File: config.mk
export PLATFORM = sky130hd
export DESIGN_NAME = wpts_seq
export DESIGN_NICKNAME = d
export VERILOG_FILES = /design/src/wpts_pkg.sv /design/src/wpts_seq.sv /design/src/wpts_trig_cond.sv /design/src/wpts_fifo.sv
export SDC_FILE = /design/constraint.sdc
export NUM_CORES = 1
export LEC_CHECK = 0
export BUFFER_PORTS_ARGS = -buffer_cell sky130_fd_sc_hd__buf_2
export CAP_MARGIN = 5
export CORE_ASPECT_RATIO = 1.75
export CORE_MARGIN = 2
export CORE_UTILIZATION = 64
export CTS_CLUSTER_DIAMETER = 30
export CTS_CLUSTER_SIZE = 12
export DETAILED_ROUTE_END_ITERATION = 8
export PLACE_DENSITY = 0.85
export SLEW_MARGIN = 20
export SYNTH_ARGS = -nofsm -noshare
export SYNTH_HDL_FRONTEND = slang
export SYNTH_SLANG_ARGS = --single-unit
export TNS_END_PERCENT = 50
File: constraint.sdc
create_clock -name i_clk -period 8.84 [get_ports i_clk]
set_clock_uncertainty 0.15 [all_clocks]
set_input_delay 0.884 -clock i_clk [delete_from_list [all_inputs] [get_ports i_clk]]
set_output_delay 0.884 -clock i_clk [all_outputs]
set_load 0.03 [all_outputs]
File: src/wpts_pkg.sv
package wpts_pkg;

  // Timing
  localparam int CLK_MHZ  = 125;
  localparam int DEAD_NS  = 500;
  localparam int DEAD_CYC = (DEAD_NS * CLK_MHZ + 999) / 1000;
  localparam int DEAD_W   = 7;

  // Widths and depths
  localparam int SAMPLE_W   = 16;
  localparam int AW         = 16;
  localparam int LOOP_W     = 16;
  localparam int MARK_W     = 16;
  localparam int DIV_W      = 16;
  localparam int FIFO_DEPTH = 16;
  localparam int PAD_W      = 4;

  localparam logic [PAD_W-1:0] PAD_LAST = 4'hF;

  // Trigger scheme codes
  localparam logic [2:0] MODE_FREE  = 3'h0;
  localparam logic [2:0] MODE_START = 3'h1;
  localparam logic [2:0] MODE_STOP  = 3'h2;
  localparam logic [2:0] MODE_SS    = 3'h3;
  localparam logic [2:0] MODE_GATED = 3'h4;

  // Noise band codes: 2 MHz, 200 kHz, 20 kHz
  localparam logic [1:0] NB_2M   = 2'h0;
  localparam logic [1:0] NB_200K = 2'h1;
  localparam logic [1:0] NB_20K  = 2'h2;

  // Low-pass codes 0..9: 20k, 50k, 100k, 200k, 500k, 1M, 2M, 5M, 10M, 20M
  localparam logic [3:0] LP_COUNT = 4'hA;

  // Reset values
  localparam logic [1:0]          NB_RST    = 2'h0;
  localparam logic [3:0]          LP_RST    = 4'h0;
  localparam logic [SAMPLE_W-1:0] SHIFT_RST = 16'h0000;
  localparam logic [DIV_W-1:0]    DIV_RST   = 16'h0000;

  // Full scale codes for +5 V and -5 V
  localparam logic signed [SAMPLE_W-1:0] FS_POS = 16'sh7FFF;
  localparam logic signed [SAMPLE_W-1:0] FS_NEG = 16'sh8000;

  typedef enum logic [4:0] {
    S_IDLE  = 5'h01,
    S_ARMED = 5'h02,
    S_RUN   = 5'h04,
    S_DEAD  = 5'h08,
    S_HALT  = 5'h10
  } wpts_state_t;

  function automatic logic [2:0] wpts_mode_f(input logic [2:0] m);
    wpts_mode_f = (m > MODE_GATED) ? MODE_FREE : m;
  endfunction : wpts_mode_f

endpackage : wpts_pkg

File: src/wpts_seq.sv
`timescale 1ns/1ps
`default_nettype none
// Functional notes
// (RULE_01) Sync pulses once at the start of every outer pass.
// (RULE_02) Inner loop returns never produce a sync pulse.
// (RULE_03) Free run starts on computation done, runs n passes, restarts via run toggle.
// (RULE_04) After the last pass the output holds the last sample.
// (RULE_05) Edge start begins on the next active edge and runs all passes.
// (RULE_06) Edge start ignores edges during playback.
// (RULE_07) After an equation ends, edges are refused for at least 0.5 us.
// (RULE_08) Edge start restarts the whole sequence on the next accepted edge.
// (RULE_09) Edge stop starts on computation done, halts after n passes or an edge.
// (RULE_10) After edge stop, edges do nothing until run is toggled.
// (RULE_11) Start-to-stop starts on an edge, stops on n passes or edge.
// (RULE_12) Gated output runs only while gate active and not complete.
// (RULE_13) Gate inactive stops output; gate active again restarts it.
// (RULE_14) Unselected trigger mode behaves as free run.
// (RULE_15) Triggers support both polarities, positive by default.
// (RULE_16) Marker rises a programmed delay after sync leading edge.
// (RULE_17) Noise band accepts only 2 MHz, 200 kHz or 20 kHz.
// (RULE_18) Low-pass select accepts exactly one of ten cutoffs.
// (RULE_19) Offset adds to samples; result held within full scale.
// (RULE_20) Modifier and clock settings change at run time, memory untouched.
// (RULE_21) Pass and inner repeat counts range 1 to 65535.
// (RULE_22) High speed mode pads each repeated sequence to 16 samples.
// (RULE_23) Trigger is synchronised and edge detected before use.
module wpts_seq #(
  parameter int                          AW     = wpts_pkg::AW,
  parameter int                          SW     = wpts_pkg::SAMPLE_W,
  parameter int                          DEPTH  = wpts_pkg::FIFO_DEPTH,
  parameter logic signed [SW-1:0]        FS_POS = wpts_pkg::FS_POS,
  parameter logic signed [SW-1:0]        FS_NEG = wpts_pkg::FS_NEG
) (
  // Clock and reset
  input  wire logic                      i_clk,
  input  wire logic                      i_rst,
  // Trigger pin and scheme
  input  wire logic                      i_trig_pin,
  input  wire logic [2:0]                i_trig_mode,
  input  wire logic                      i_trig_neg,
  // Run control
  input  wire logic                      i_run,
  input  wire logic                      i_compute_done,
  input  wire logic                      i_hs_mode,
  // Equation layout
  input  wire logic [AW-1:0]             i_seq_len,
  input  wire logic [wpts_pkg::LOOP_W-1:0] i_loop_directive,
  input  wire logic [AW-1:0]             i_inner_start,
  input  wire logic [AW-1:0]             i_inner_len,
  input  wire logic [wpts_pkg::LOOP_W-1:0] i_inner_count,
  // Modifiers
  input  wire logic                      i_mod_wr,
  input  wire logic [SW-1:0]             i_dc_shift,
  input  wire logic [SW-1:0]             i_noise_level,
  input  wire logic [1:0]                i_noise_band,
  input  wire logic [3:0]                i_lowpass_select,
  input  wire logic [wpts_pkg::MARK_W-1:0] i_marker_delay,
  input  wire logic [wpts_pkg::DIV_W-1:0]  i_rate_div,
  // Output memory
  output logic                           o_mem_rd,
  output logic [AW-1:0]                  o_mem_addr,
  input  wire logic [SW-1:0]             i_mem_data,
  // DAC path
  output logic                           o_sample_vld,
  output logic [SW-1:0]                  o_sample,
  output logic                           o_sync,
  output logic                           o_marker,
  output logic [SW-1:0]                  o_noise_level,
  output logic [1:0]                     o_noise_band,
  output logic [3:0]                     o_lowpass_select,
  output logic                           o_playing
);
  localparam int CW = $clog2(DEPTH + 1);

  wpts_pkg::wpts_state_t st_r;
  logic [2:0]                   mode_r;
  logic                         trig_lvl;
  logic                         trig_edge;
  logic [AW-1:0]                addr_r;
  logic [wpts_pkg::LOOP_W-1:0]  pass_r;
  logic [wpts_pkg::LOOP_W-1:0]  rep_r;
  logic [wpts_pkg::PAD_W-1:0]   ocnt_r;
  logic [wpts_pkg::PAD_W-1:0]   icnt_r;
  logic                         first_r;
  logic [wpts_pkg::DEAD_W-1:0]  dead_r;
  logic                         abort_r;
  logic [SW-1:0]                shift_r;
  logic [wpts_pkg::DIV_W-1:0]   div_r;
  logic [wpts_pkg::DIV_W-1:0]   rate_r;
  logic [wpts_pkg::MARK_W-1:0]  mark_cnt_r;
  logic                         mark_pend_r;
  logic [wpts_pkg::MARK_W-1:0]  mark_dly_r;
  logic                         fifo_rdy;
  logic                         fifo_vld;
  logic [SW:0]                  fifo_dat;
  logic [CW-1:0]                fifo_cnt;
  logic                         tick;
  logic                         drain;
  logic                         room;
  logic                         issue;
  logic                         stop_now;
  logic                         eq_end;
  logic                         inner_on;
  logic                         at_inner;
  logic                         at_outer;
  logic                         pad_in;
  logic                         pad_out;
  logic [wpts_pkg::LOOP_W-1:0]  passes;
  logic [AW-1:0]                inner_end;
  logic signed [SW:0]           sum;

  wpts_trig_cond u_trig (
    .i_clk     (i_clk),
    .i_rst     (i_rst),
    .i_pin     (i_trig_pin),
    .i_neg     (i_trig_neg),
    .o_level_r (trig_lvl),
    .o_edge_r  (trig_edge)
  );

  // A slot is kept for the read in flight so memory data is never dropped by a full buffer
  assign room  = ({1'b0, fifo_cnt} + {{CW{1'b0}}, o_mem_rd}) < (CW + 1)'(DEPTH);
  assign tick  = (rate_r == '0);
  assign drain = tick & fifo_vld;

  // Zero counts run one pass
  assign passes    = (i_loop_directive == '0) ? 16'h0001 : i_loop_directive; // RULE_21
  assign inner_on  = (i_inner_count > 16'h0001) && (i_inner_len != '0);   // RULE_21
  assign inner_end = AW'(i_inner_start + i_inner_len - 1'b1);
  assign pad_in    = i_hs_mode && (icnt_r != wpts_pkg::PAD_LAST);          // RULE_22
  assign pad_out   = i_hs_mode && (ocnt_r != wpts_pkg::PAD_LAST);          // RULE_22
  assign at_inner  = inner_on && (addr_r == inner_end) && (rep_r != i_inner_count - 1'b1);
  assign at_outer  = (addr_r == AW'(i_seq_len - 1'b1));
  assign eq_end    = issue && at_outer && !pad_out && !at_inner && (pass_r == passes - 1'b1);

  always_comb begin
    stop_now = 1'b0;
    if (st_r == wpts_pkg::S_RUN) begin
      unique case (mode_r)
        wpts_pkg::MODE_STOP,
        wpts_pkg::MODE_SS:    stop_now = trig_edge;  // RULE_09 RULE_11
        wpts_pkg::MODE_GATED: stop_now = !trig_lvl;  // RULE_12 RULE_13
        default:              stop_now = 1'b0;       // RULE_06
      endcase
    end
  end

  assign issue = (st_r == wpts_pkg::S_RUN) && room && fifo_rdy && !stop_now;

  // Scheme latched at start so a change mid pass cannot confuse the sequencer
  always_ff @(posedge i_clk) begin
    if (i_rst) begin
      mode_r <= wpts_pkg::MODE_FREE;
    end else if (st_r == wpts_pkg::S_IDLE) begin
      mode_r <= wpts_pkg::wpts_mode_f(i_trig_mode); // RULE_14
    end
  end

  always_ff @(posedge i_clk) begin
    if (i_rst || !i_run) begin
      st_r <= wpts_pkg::S_IDLE; // RULE_03 RULE_10
    end else begin
      unique case (st_r)
        wpts_pkg::S_IDLE: begin
          if (i_compute_done) begin
            if (mode_r == wpts_pkg::MODE_FREE || mode_r == wpts_pkg::MODE_STOP) begin
              st_r <= wpts_pkg::S_RUN; // RULE_03 RULE_09
            end else begin
              st_r <= wpts_pkg::S_ARMED;
            end
          end
        end
        wpts_pkg::S_ARMED: begin
          if (trig_edge) begin
            st_r <= wpts_pkg::S_RUN; // RULE_05 RULE_08 RULE_11 RULE_13
          end
        end
        wpts_pkg::S_RUN: begin
          if (stop_now) begin
            if (mode_r == wpts_pkg::MODE_STOP) begin
              st_r <= wpts_pkg::S_HALT; // RULE_09
            end else if (mode_r == wpts_pkg::MODE_GATED) begin
              st_r <= wpts_pkg::S_ARMED; // RULE_13
            end else begin
              st_r <= wpts_pkg::S_DEAD; // RULE_11
            end
          end else if (eq_end) begin
            if (mode_r == wpts_pkg::MODE_FREE || mode_r == wpts_pkg::MODE_STOP) begin
              st_r <= wpts_pkg::S_HALT; // RULE_03 RULE_09
            end else begin
              st_r <= wpts_pkg::S_DEAD; // RULE_07
            end
          end
        end
        wpts_pkg::S_DEAD: begin
          if (dead_r == wpts_pkg::DEAD_W'(wpts_pkg::DEAD_CYC - 1)) begin
            st_r <= wpts_pkg::S_ARMED; // RULE_07
          end
        end
        wpts_pkg::S_HALT: begin
          st_r <= wpts_pkg::S_HALT; // RULE_04 RULE_10
        end
      endcase
    end
  end

  always_ff @(posedge i_clk) begin
    if (i_rst || st_r != wpts_pkg::S_DEAD) begin
      dead_r <= '0;
    end else begin
      dead_r <= wpts_pkg::DEAD_W'(dead_r + 1'b1); // RULE_07
    end
  end

  // Aborted output is flushed rather than left to drain late
  always_ff @(posedge i_clk) begin
    if (i_rst) begin
      abort_r <= 1'b0;
    end else begin
      abort_r <= stop_now;
    end
  end

  // Address walk, inner loop, outer passes and pad repeats
  always_ff @(posedge i_clk) begin
    if (i_rst || st_r != wpts_pkg::S_RUN) begin
      addr_r  <= '0;
      pass_r  <= '0;
      rep_r   <= '0;
      ocnt_r  <= '0;
      icnt_r  <= '0;
      first_r <= 1'b1;
    end else if (issue) begin
      first_r <= 1'b0;
      ocnt_r  <= wpts_pkg::PAD_W'(ocnt_r + 1'b1);
      icnt_r  <= wpts_pkg::PAD_W'(icnt_r + 1'b1);
      if (at_inner && !pad_in) begin
        addr_r <= i_inner_start; // RULE_02
        rep_r  <= 16'(rep_r + 1'b1);
        icnt_r <= '0;
      end else if (at_outer && !at_inner && !pad_out) begin
        addr_r  <= '0;
        pass_r  <= 16'(pass_r + 1'b1);
        rep_r   <= '0;
        ocnt_r  <= '0;
        first_r <= 1'b1; // RULE_01
      end else if (!(at_inner || at_outer)) begin
        addr_r <= AW'(addr_r + 1'b1);
        if (addr_r == AW'(i_inner_start - 1'b1)) begin
          icnt_r <= '0;
        end
      end
    end
  end

  always_ff @(posedge i_clk) begin
    if (i_rst) begin
      o_mem_rd   <= 1'b0;
      o_mem_addr <= '0;
      o_playing  <= 1'b0;
    end else begin
      o_mem_rd   <= issue;
      o_playing  <= (st_r == wpts_pkg::S_RUN);
      if (issue) begin
        o_mem_addr <= addr_r;
      end
    end
  end

  // Sync flag travels with its sample through the buffer
  logic first_d_r;
  always_ff @(posedge i_clk) begin
    if (i_rst) begin
      first_d_r <= 1'b0;
    end else if (issue) begin
      first_d_r <= first_r;
    end
  end

  wpts_fifo #(
    .W     (SW + 1),
    .DEPTH (DEPTH)
  ) u_fifo (
    .i_clk       (i_clk),
    .i_rst       (i_rst),
    .i_flush     (abort_r),
    .i_in_valid  (o_mem_rd & ~abort_r),
    .i_in_data   ({first_d_r, i_mem_data}),
    .o_in_ready  (fifo_rdy),
    .o_out_valid (fifo_vld),
    .o_out_data  (fifo_dat),
    .i_out_ready (tick),
    .o_count     (fifo_cnt)
  );

  // Modifiers are plain registers, so they change without touching memory
  always_ff @(posedge i_clk) begin
    if (i_rst) begin
      shift_r          <= wpts_pkg::SHIFT_RST;
      o_noise_level    <= '0;
      o_noise_band     <= wpts_pkg::NB_RST;
      o_lowpass_select <= wpts_pkg::LP_RST;
      mark_dly_r       <= '0;
      div_r            <= wpts_pkg::DIV_RST;
    end else if (i_mod_wr) begin
      shift_r       <= i_dc_shift;    // RULE_20
      o_noise_level <= i_noise_level; // RULE_20
      mark_dly_r    <= i_marker_delay;
      div_r         <= i_rate_div;
      if (i_noise_band <= wpts_pkg::NB_20K) begin
        o_noise_band <= i_noise_band; // RULE_17
      end
      if (i_lowpass_select < wpts_pkg::LP_COUNT) begin
        o_lowpass_select <= i_lowpass_select; // RULE_18
      end
    end
  end

  always_ff @(posedge i_clk) begin
    if (i_rst) begin
      rate_r <= '0;
    end else begin
      rate_r <= tick ? div_r : wpts_pkg::DIV_W'(rate_r - 1'b1); // RULE_20
    end
  end

  assign sum = $signed({fifo_dat[SW-1], fifo_dat[SW-1:0]}) + $signed({shift_r[SW-1], shift_r});

  // Last sample is held; only a drained sample replaces it
  always_ff @(posedge i_clk) begin
    if (i_rst) begin
      o_sample     <= '0;
      o_sample_vld <= 1'b0;
      o_sync       <= 1'b0;
    end else begin
      o_sample_vld <= drain;
      o_sync       <= drain & fifo_dat[SW]; // RULE_01 RULE_02
      if (drain) begin
        if (sum > $signed({FS_POS[SW-1], FS_POS})) begin
          o_sample <= FS_POS; // RULE_19
        end else if (sum < $signed({FS_NEG[SW-1], FS_NEG})) begin
          o_sample <= FS_NEG; // RULE_19
        end else begin
          o_sample <= sum[SW-1:0]; // RULE_04
        end
      end
    end
  end

  always_ff @(posedge i_clk) begin
    if (i_rst) begin
      o_marker    <= 1'b0;
      mark_cnt_r  <= '0;
      mark_pend_r <= 1'b0;
    end else if (drain && fifo_dat[SW]) begin
      o_marker    <= 1'b0;
      mark_cnt_r  <= mark_dly_r;
      mark_pend_r <= 1'b1;
    end else if (mark_pend_r) begin
      if (mark_cnt_r <= 16'h0001) begin
        o_marker    <= 1'b1; // RULE_16
        mark_pend_r <= 1'b0;
      end
      if (mark_cnt_r != '0) begin
        mark_cnt_r <= wpts_pkg::MARK_W'(mark_cnt_r - 1'b1);
      end
    end
  end

  sync_pulse_a: assert property (@(posedge i_clk) disable iff (i_rst)
    o_sync |-> o_sample_vld ##1 !o_sync) else $error("sync not a single cycle"); // RULE_01
  inner_nosync_a: assert property (@(posedge i_clk) disable iff (i_rst)
    (issue && at_inner && !pad_in) |=> !first_r) else $error("inner loop set sync"); // RULE_02
  dead_time_a: assert property (@(posedge i_clk) disable iff (i_rst || !i_run)
    (st_r == wpts_pkg::S_DEAD ##1 st_r == wpts_pkg::S_ARMED)
    |-> $past(dead_r) == 7'h3E) else $error("dead time wrong"); // RULE_07
  no_retrig_a: assert property (@(posedge i_clk) disable iff (i_rst || !i_run)
    (st_r == wpts_pkg::S_RUN && mode_r == wpts_pkg::MODE_START && !eq_end)
    |=> st_r == wpts_pkg::S_RUN) else $error("start mode retriggered"); // RULE_06
  edge_stop_a: assert property (@(posedge i_clk) disable iff (i_rst || !i_run)
    (st_r == wpts_pkg::S_RUN && mode_r == wpts_pkg::MODE_STOP && trig_edge)
    |=> st_r == wpts_pkg::S_HALT ##1 st_r == wpts_pkg::S_HALT) else $error("edge stop"); // RULE_09
  halt_hold_a: assert property (@(posedge i_clk) disable iff (i_rst)
    (st_r == wpts_pkg::S_HALT && i_run) |=> !o_mem_rd && $stable(o_mem_addr))
    else $error("halt not holding"); // RULE_04
  gate_off_a: assert property (@(posedge i_clk) disable iff (i_rst || !i_run)
    (st_r == wpts_pkg::S_RUN && mode_r == wpts_pkg::MODE_GATED && !trig_lvl)
    |=> st_r == wpts_pkg::S_ARMED) else $error("gate did not stop"); // RULE_13
  run_stop_a: assert property (@(posedge i_clk) disable iff (i_rst)
    !i_run |=> st_r == wpts_pkg::S_IDLE) else $error("run low ignored"); // RULE_03
  mode_legal_a: assert property (@(posedge i_clk) disable iff (i_rst)
    mode_r <= wpts_pkg::MODE_GATED) else $error("illegal mode latched"); // RULE_14
  band_legal_a: assert property (@(posedge i_clk) disable iff (i_rst)
    o_noise_band != 2'h3 && o_lowpass_select < 4'hA) else $error("bad modifier"); // RULE_17
  marker_low_a: assert property (@(posedge i_clk) disable iff (i_rst)
    (o_sync && mark_dly_r > 16'h0002) |-> !o_marker ##1 !o_marker)
    else $error("marker early"); // RULE_16

  sync_c: cover property (@(posedge i_clk) disable iff (i_rst) o_sync);
  marker_c: cover property (@(posedge i_clk) disable iff (i_rst) $rose(o_marker));
  rearm_c: cover property (@(posedge i_clk) disable iff (i_rst)
    st_r == wpts_pkg::S_DEAD ##1 st_r == wpts_pkg::S_ARMED);
  halt_c: cover property (@(posedge i_clk) disable iff (i_rst) st_r == wpts_pkg::S_HALT);
endmodule : wpts_seq
`default_nettype wire

File: src/wpts_trig_cond.sv
`timescale 1ns/1ps
`default_nettype none
module wpts_trig_cond (
  // Clock and reset
  input  wire logic i_clk,
  input  wire logic i_rst,
  // Trigger pin and polarity
  input  wire logic i_pin,
  input  wire logic i_neg,
  // Conditioned trigger
  output logic      o_level_r,
  output logic      o_edge_r
);
  logic s1_r;
  logic s2_r;
  logic s3_r;
  logic stable_r;
  logic act;

  always_ff @(posedge i_clk) begin
    if (i_rst) begin
      s1_r <= 1'b0;
      s2_r <= 1'b0;
      s3_r <= 1'b0;
    end else begin
      s1_r <= i_pin;
      s2_r <= s1_r;
      s3_r <= s2_r;
    end
  end

  // Change accepted once two later stages agree
  always_ff @(posedge i_clk) begin
    if (i_rst) begin
      stable_r <= 1'b0;
    end else if (s2_r == s3_r) begin
      stable_r <= s3_r; // RULE_23
    end
  end

  assign act = stable_r ^ i_neg; // RULE_15

  always_ff @(posedge i_clk) begin
    if (i_rst) begin
      o_level_r <= 1'b0;
      o_edge_r  <= 1'b0;
    end else begin
      o_level_r <= act;
      o_edge_r  <= act & ~o_level_r; // RULE_23
    end
  end
endmodule : wpts_trig_cond
`default_nettype wire

File: src/wpts_fifo.sv
`timescale 1ns/1ps
`default_nettype none
module wpts_fifo #(
  parameter int W     = 17,
  parameter int DEPTH = 16,
  parameter int CW    = $clog2(DEPTH + 1)
) (
  // Clock and reset
  input  wire logic          i_clk,
  input  wire logic          i_rst,
  input  wire logic          i_flush,
  // Fill side
  input  wire logic          i_in_valid,
  input  wire logic [W-1:0]  i_in_data,
  output logic               o_in_ready,
  // Drain side
  output logic               o_out_valid,
  output logic [W-1:0]       o_out_data,
  input  wire logic          i_out_ready,
  // Fill level
  output logic [CW-1:0]      o_count
);
  localparam int PW = (DEPTH > 1) ? $clog2(DEPTH) : 1;

  logic [W-1:0]  mem_r [DEPTH];
  logic [PW-1:0] wp_r;
  logic [PW-1:0] rp_r;
  logic [CW-1:0] cnt_r;
  logic          push;
  logic          pop;

  assign o_in_ready  = (cnt_r != CW'(DEPTH));
  assign o_out_valid = (cnt_r != '0);
  assign o_out_data  = mem_r[rp_r];
  assign o_count     = cnt_r;
  assign push        = i_in_valid & o_in_ready;
  assign pop         = o_out_valid & i_out_ready;

  always_ff @(posedge i_clk) begin
    if (push) begin
      mem_r[wp_r] <= i_in_data;
    end
  end

  always_ff @(posedge i_clk) begin
    if (i_rst || i_flush) begin
      wp_r  <= '0;
      rp_r  <= '0;
      cnt_r <= '0;
    end else begin
      if (push) begin
        wp_r <= (wp_r == PW'(DEPTH - 1)) ? '0 : PW'(wp_r + 1'b1);
      end
      if (pop) begin
        rp_r <= (rp_r == PW'(DEPTH - 1)) ? '0 : PW'(rp_r + 1'b1);
      end
      if (push && !pop) begin
        cnt_r <= CW'(cnt_r + 1'b1);
      end else if (pop && !push) begin
        cnt_r <= CW'(cnt_r - 1'b1);
      end
    end
  end
endmodule : wpts_fifo
`default_nettype wire

==> reports/metrics.cfg <==
[run_status]
run_status=finished, final reports clean

[yosys]
synth_ff_type=edfxtp_1
netlist.area_leader.share_pct=33.2
avgSynthCellArea_sq_um=11.3
yosysWarnings=0
async_flop_share_pct=0
synth_edf_count=272
synthDistinctLibCells=74
yosysSeqAreaShare_pct=52.5
synth_top_area_cell=edfxtp_1
netlist_area_sq_um=24600
synth.area.top_cells=edfxtp_1, dfxtp_1, mux4_2
synthCells=2179
ys_ff_latch=509
synth_fp_nets=2428

[timing]
finalSetupTns_ns=0
rsz0062_at_grt=false
max_freq_mhz=150
relSlewSlack_pct=28.3
timing.final.crit_share_pct=75.2
layout_setup_ws_ns=2.19
fin_crit_ns=6.65
worstMarginPinSlew_ns=1.07
hold_viol_final=0
setup_viol=0
drv_slew=0

[detailed_routing]
dr_total_vias=18800
totalWireLength_mm=66.9
ant_nets=0
via_per_inst=6.36
drc=0
drt-wirelength-per-cell_microns=22.7
first_iter_violations=1627
drt_first_pass_iters=8

[cts]
cts-htree-levels=3
cts_tree=done
root_buffer=clkbuf_16
clkSlewWorstSetupHoldPaths_ns=0.06
cts_made_buffers=70
postCtsSetupRepairBufs=0
cts_resized=0
cts_buffer_depth=3
cts_sinks=509
ctsHoldBuffers=0
insertion_delay_ns=0.60

[floorplan]
die_height_microns=263
start_util_pct=64.5
die-area_sq_um=40100
io_pins=236
die_w_microns=152
num_rows=95
core_sq_um=38200

[global_route]
overflow=0
first_global_vias=19100
grt_max_degree=93
grt_pass1_wl_mm=102
antenna_found_initial=4
grt_util_all_layers_pct=32.8

[setup_path]
rr_worst_depth=13
path_max_fanout=43
critPathBufInv=1
critPathLaunchType=register
required_ns=9.17
critical_path_class=register to register
r2r_end=o_sample[10]
critPathArrivalTime_ns=6.98
worstPathCellList=buf_4 -> mux4_2 -> mux4_2 -> ha_1 -> a2111oi_0 -> o31ai_1 -> o41ai_1 -> o21ai_0 -> a21o_1 -> a21oi_1 -> xor2_1 -> nor3_1 -> a221o_1
crit_top_cell=mux4_2
slowest_stage=xor2_1
critical_path.max_stage_delay_ns=0.82
cp_top_family=compound AO/OA/AOI/OAI gates
reg2reg_slack_ns=2.19
critPathCaptureType=register

[layout]
final_common_cell=edfxtp_1
multiInputGateArea_sq_um=11000
top_register=u_fifo.mem_r
mostFrequentLayoutCells=edfxtp_1, nor2_1, dfxtp_1
utilization_pct=75.1
nets=2653
final_area_sq_um=28600
seqCellArea_sq_um=12900
nFillCells=2346
drive_above_1_share_pct=19.8
synthToLayoutAreaGrowth_pct=16.4
largest_register_ffs=272

[run]
drv_cap=0

[placement]
port_buffers=235
routabilityCongestion=0.912
pre_cts_ws_ns=2.27
dpl-instance-area_sq_um=26200
dp_hpwl_mm=43.8

[power]
switching_share_pct=24.3
cellLeakagePower_nw=10.7
power_mw=6.00
vdd_drop_max_v=0.000274
p_comb_share_pct=9.2
p_sw_mw=1.46
clkPwrFrac_pct=47.9
seq_power_share_pct=43.0
powerDensity_nw_per_um2=209
intPower_mw=4.54

[hold_path]
hold_class=register to register
hold_path_depth=1
min_to=u_trig.s2_r
hold_start=u_trig.s1_r

[cell families after synthesis]
| family | synth area share [%] |
|---|---|
| simple gates | 13.5 |
| flops | 52.5 |
| compound gates | 8.44 |
| buf+inv | 3.18 |
| xor+xnor | 6.62 |
| mux | 11.7 |
| fa+ha+maj | 4.12 |
[per-layer routing]
metal | wire, microns | vias to the layer above | global-route usage (%)
li1 | - | 8448 | -
met1 | 22200 | 9031 | 34.7
met2 | 35600 | 995 | 60.2
met3 | 4670 | 286 | 5.17
met4 | 4430 | 0 | 21.2
met5 | 0 | - | 0
[cell type report]
cell class	instances	area share, %
flip-flops and latches	509	45.1
multi-input cells	1466	38.3
clock buffers	97	6.83
repair buffers	262	4.84
well taps	485	2.12
clock inverters	33	1.56
inverters	95	1.24
diodes	4	0.0349
[metrics by stage]
step           hold slack, ns  cells
5_1_grt                 0.307   2950
4_1_cts                 0.296   2947
3_5_place_dp            0.282   2817
3_3_place_gp            0.276   2817
6_report                0.293   2951
2_1_floorplan           0.251   2179
[worst max-delay path by stage]
stage	startpoint	slack [ns]	depth (start not counted)	endpoint
global placement	register	2.47	13	o_sample[10]
detailed placement	register	2.27	13	o_sample[10]
global route	register	1.56	13	o_sample[10]
floorplan	register	2.96	18	o_sample[11]
CTS	register	2.23	13	o_sample[10]
finish	register	2.19	13	o_sample[10]
[power by group through the flow]
| stage | registers, mW | logic [mW] | clock network [mW] |
|---|---|---|---|
| 6_report | 2.58 | 0.549 | 2.87 |
| 5_1_grt | 2.58 | 0.605 | 2.99 |
| 4_1_cts | 2.58 | 0.544 | 2.90 |
| 3_5_place_dp | 2.62 | 0.534 | 0 |
| 3_3_place_gp | 2.62 | 0.513 | 0 |
| 2_1_floorplan | 2.63 | 0.363 | 0 |
[cells in the mapped netlist, drive strengths merged, types with 9 or more instances]
library cell,number
a211oi,41
a21o,9
a21oi,103
a31oi,9
and2,9
and3,18
buf,27
clkbuf,82
dfxtp,237
edfxtp,272
ha,69
inv,94
maj3,9
mux2i,91
mux4,85
nand2,143
nand2b,16
nand3,44
nand4,22
nor2,256
nor2b,25
nor3,64
nor3b,9
nor4,26
o211ai,11
o21a,12
o21ai,62
or3,24
or4,15
xnor2,94
xor2,92
Note: power is estimated with default switching activity, not from simulation.
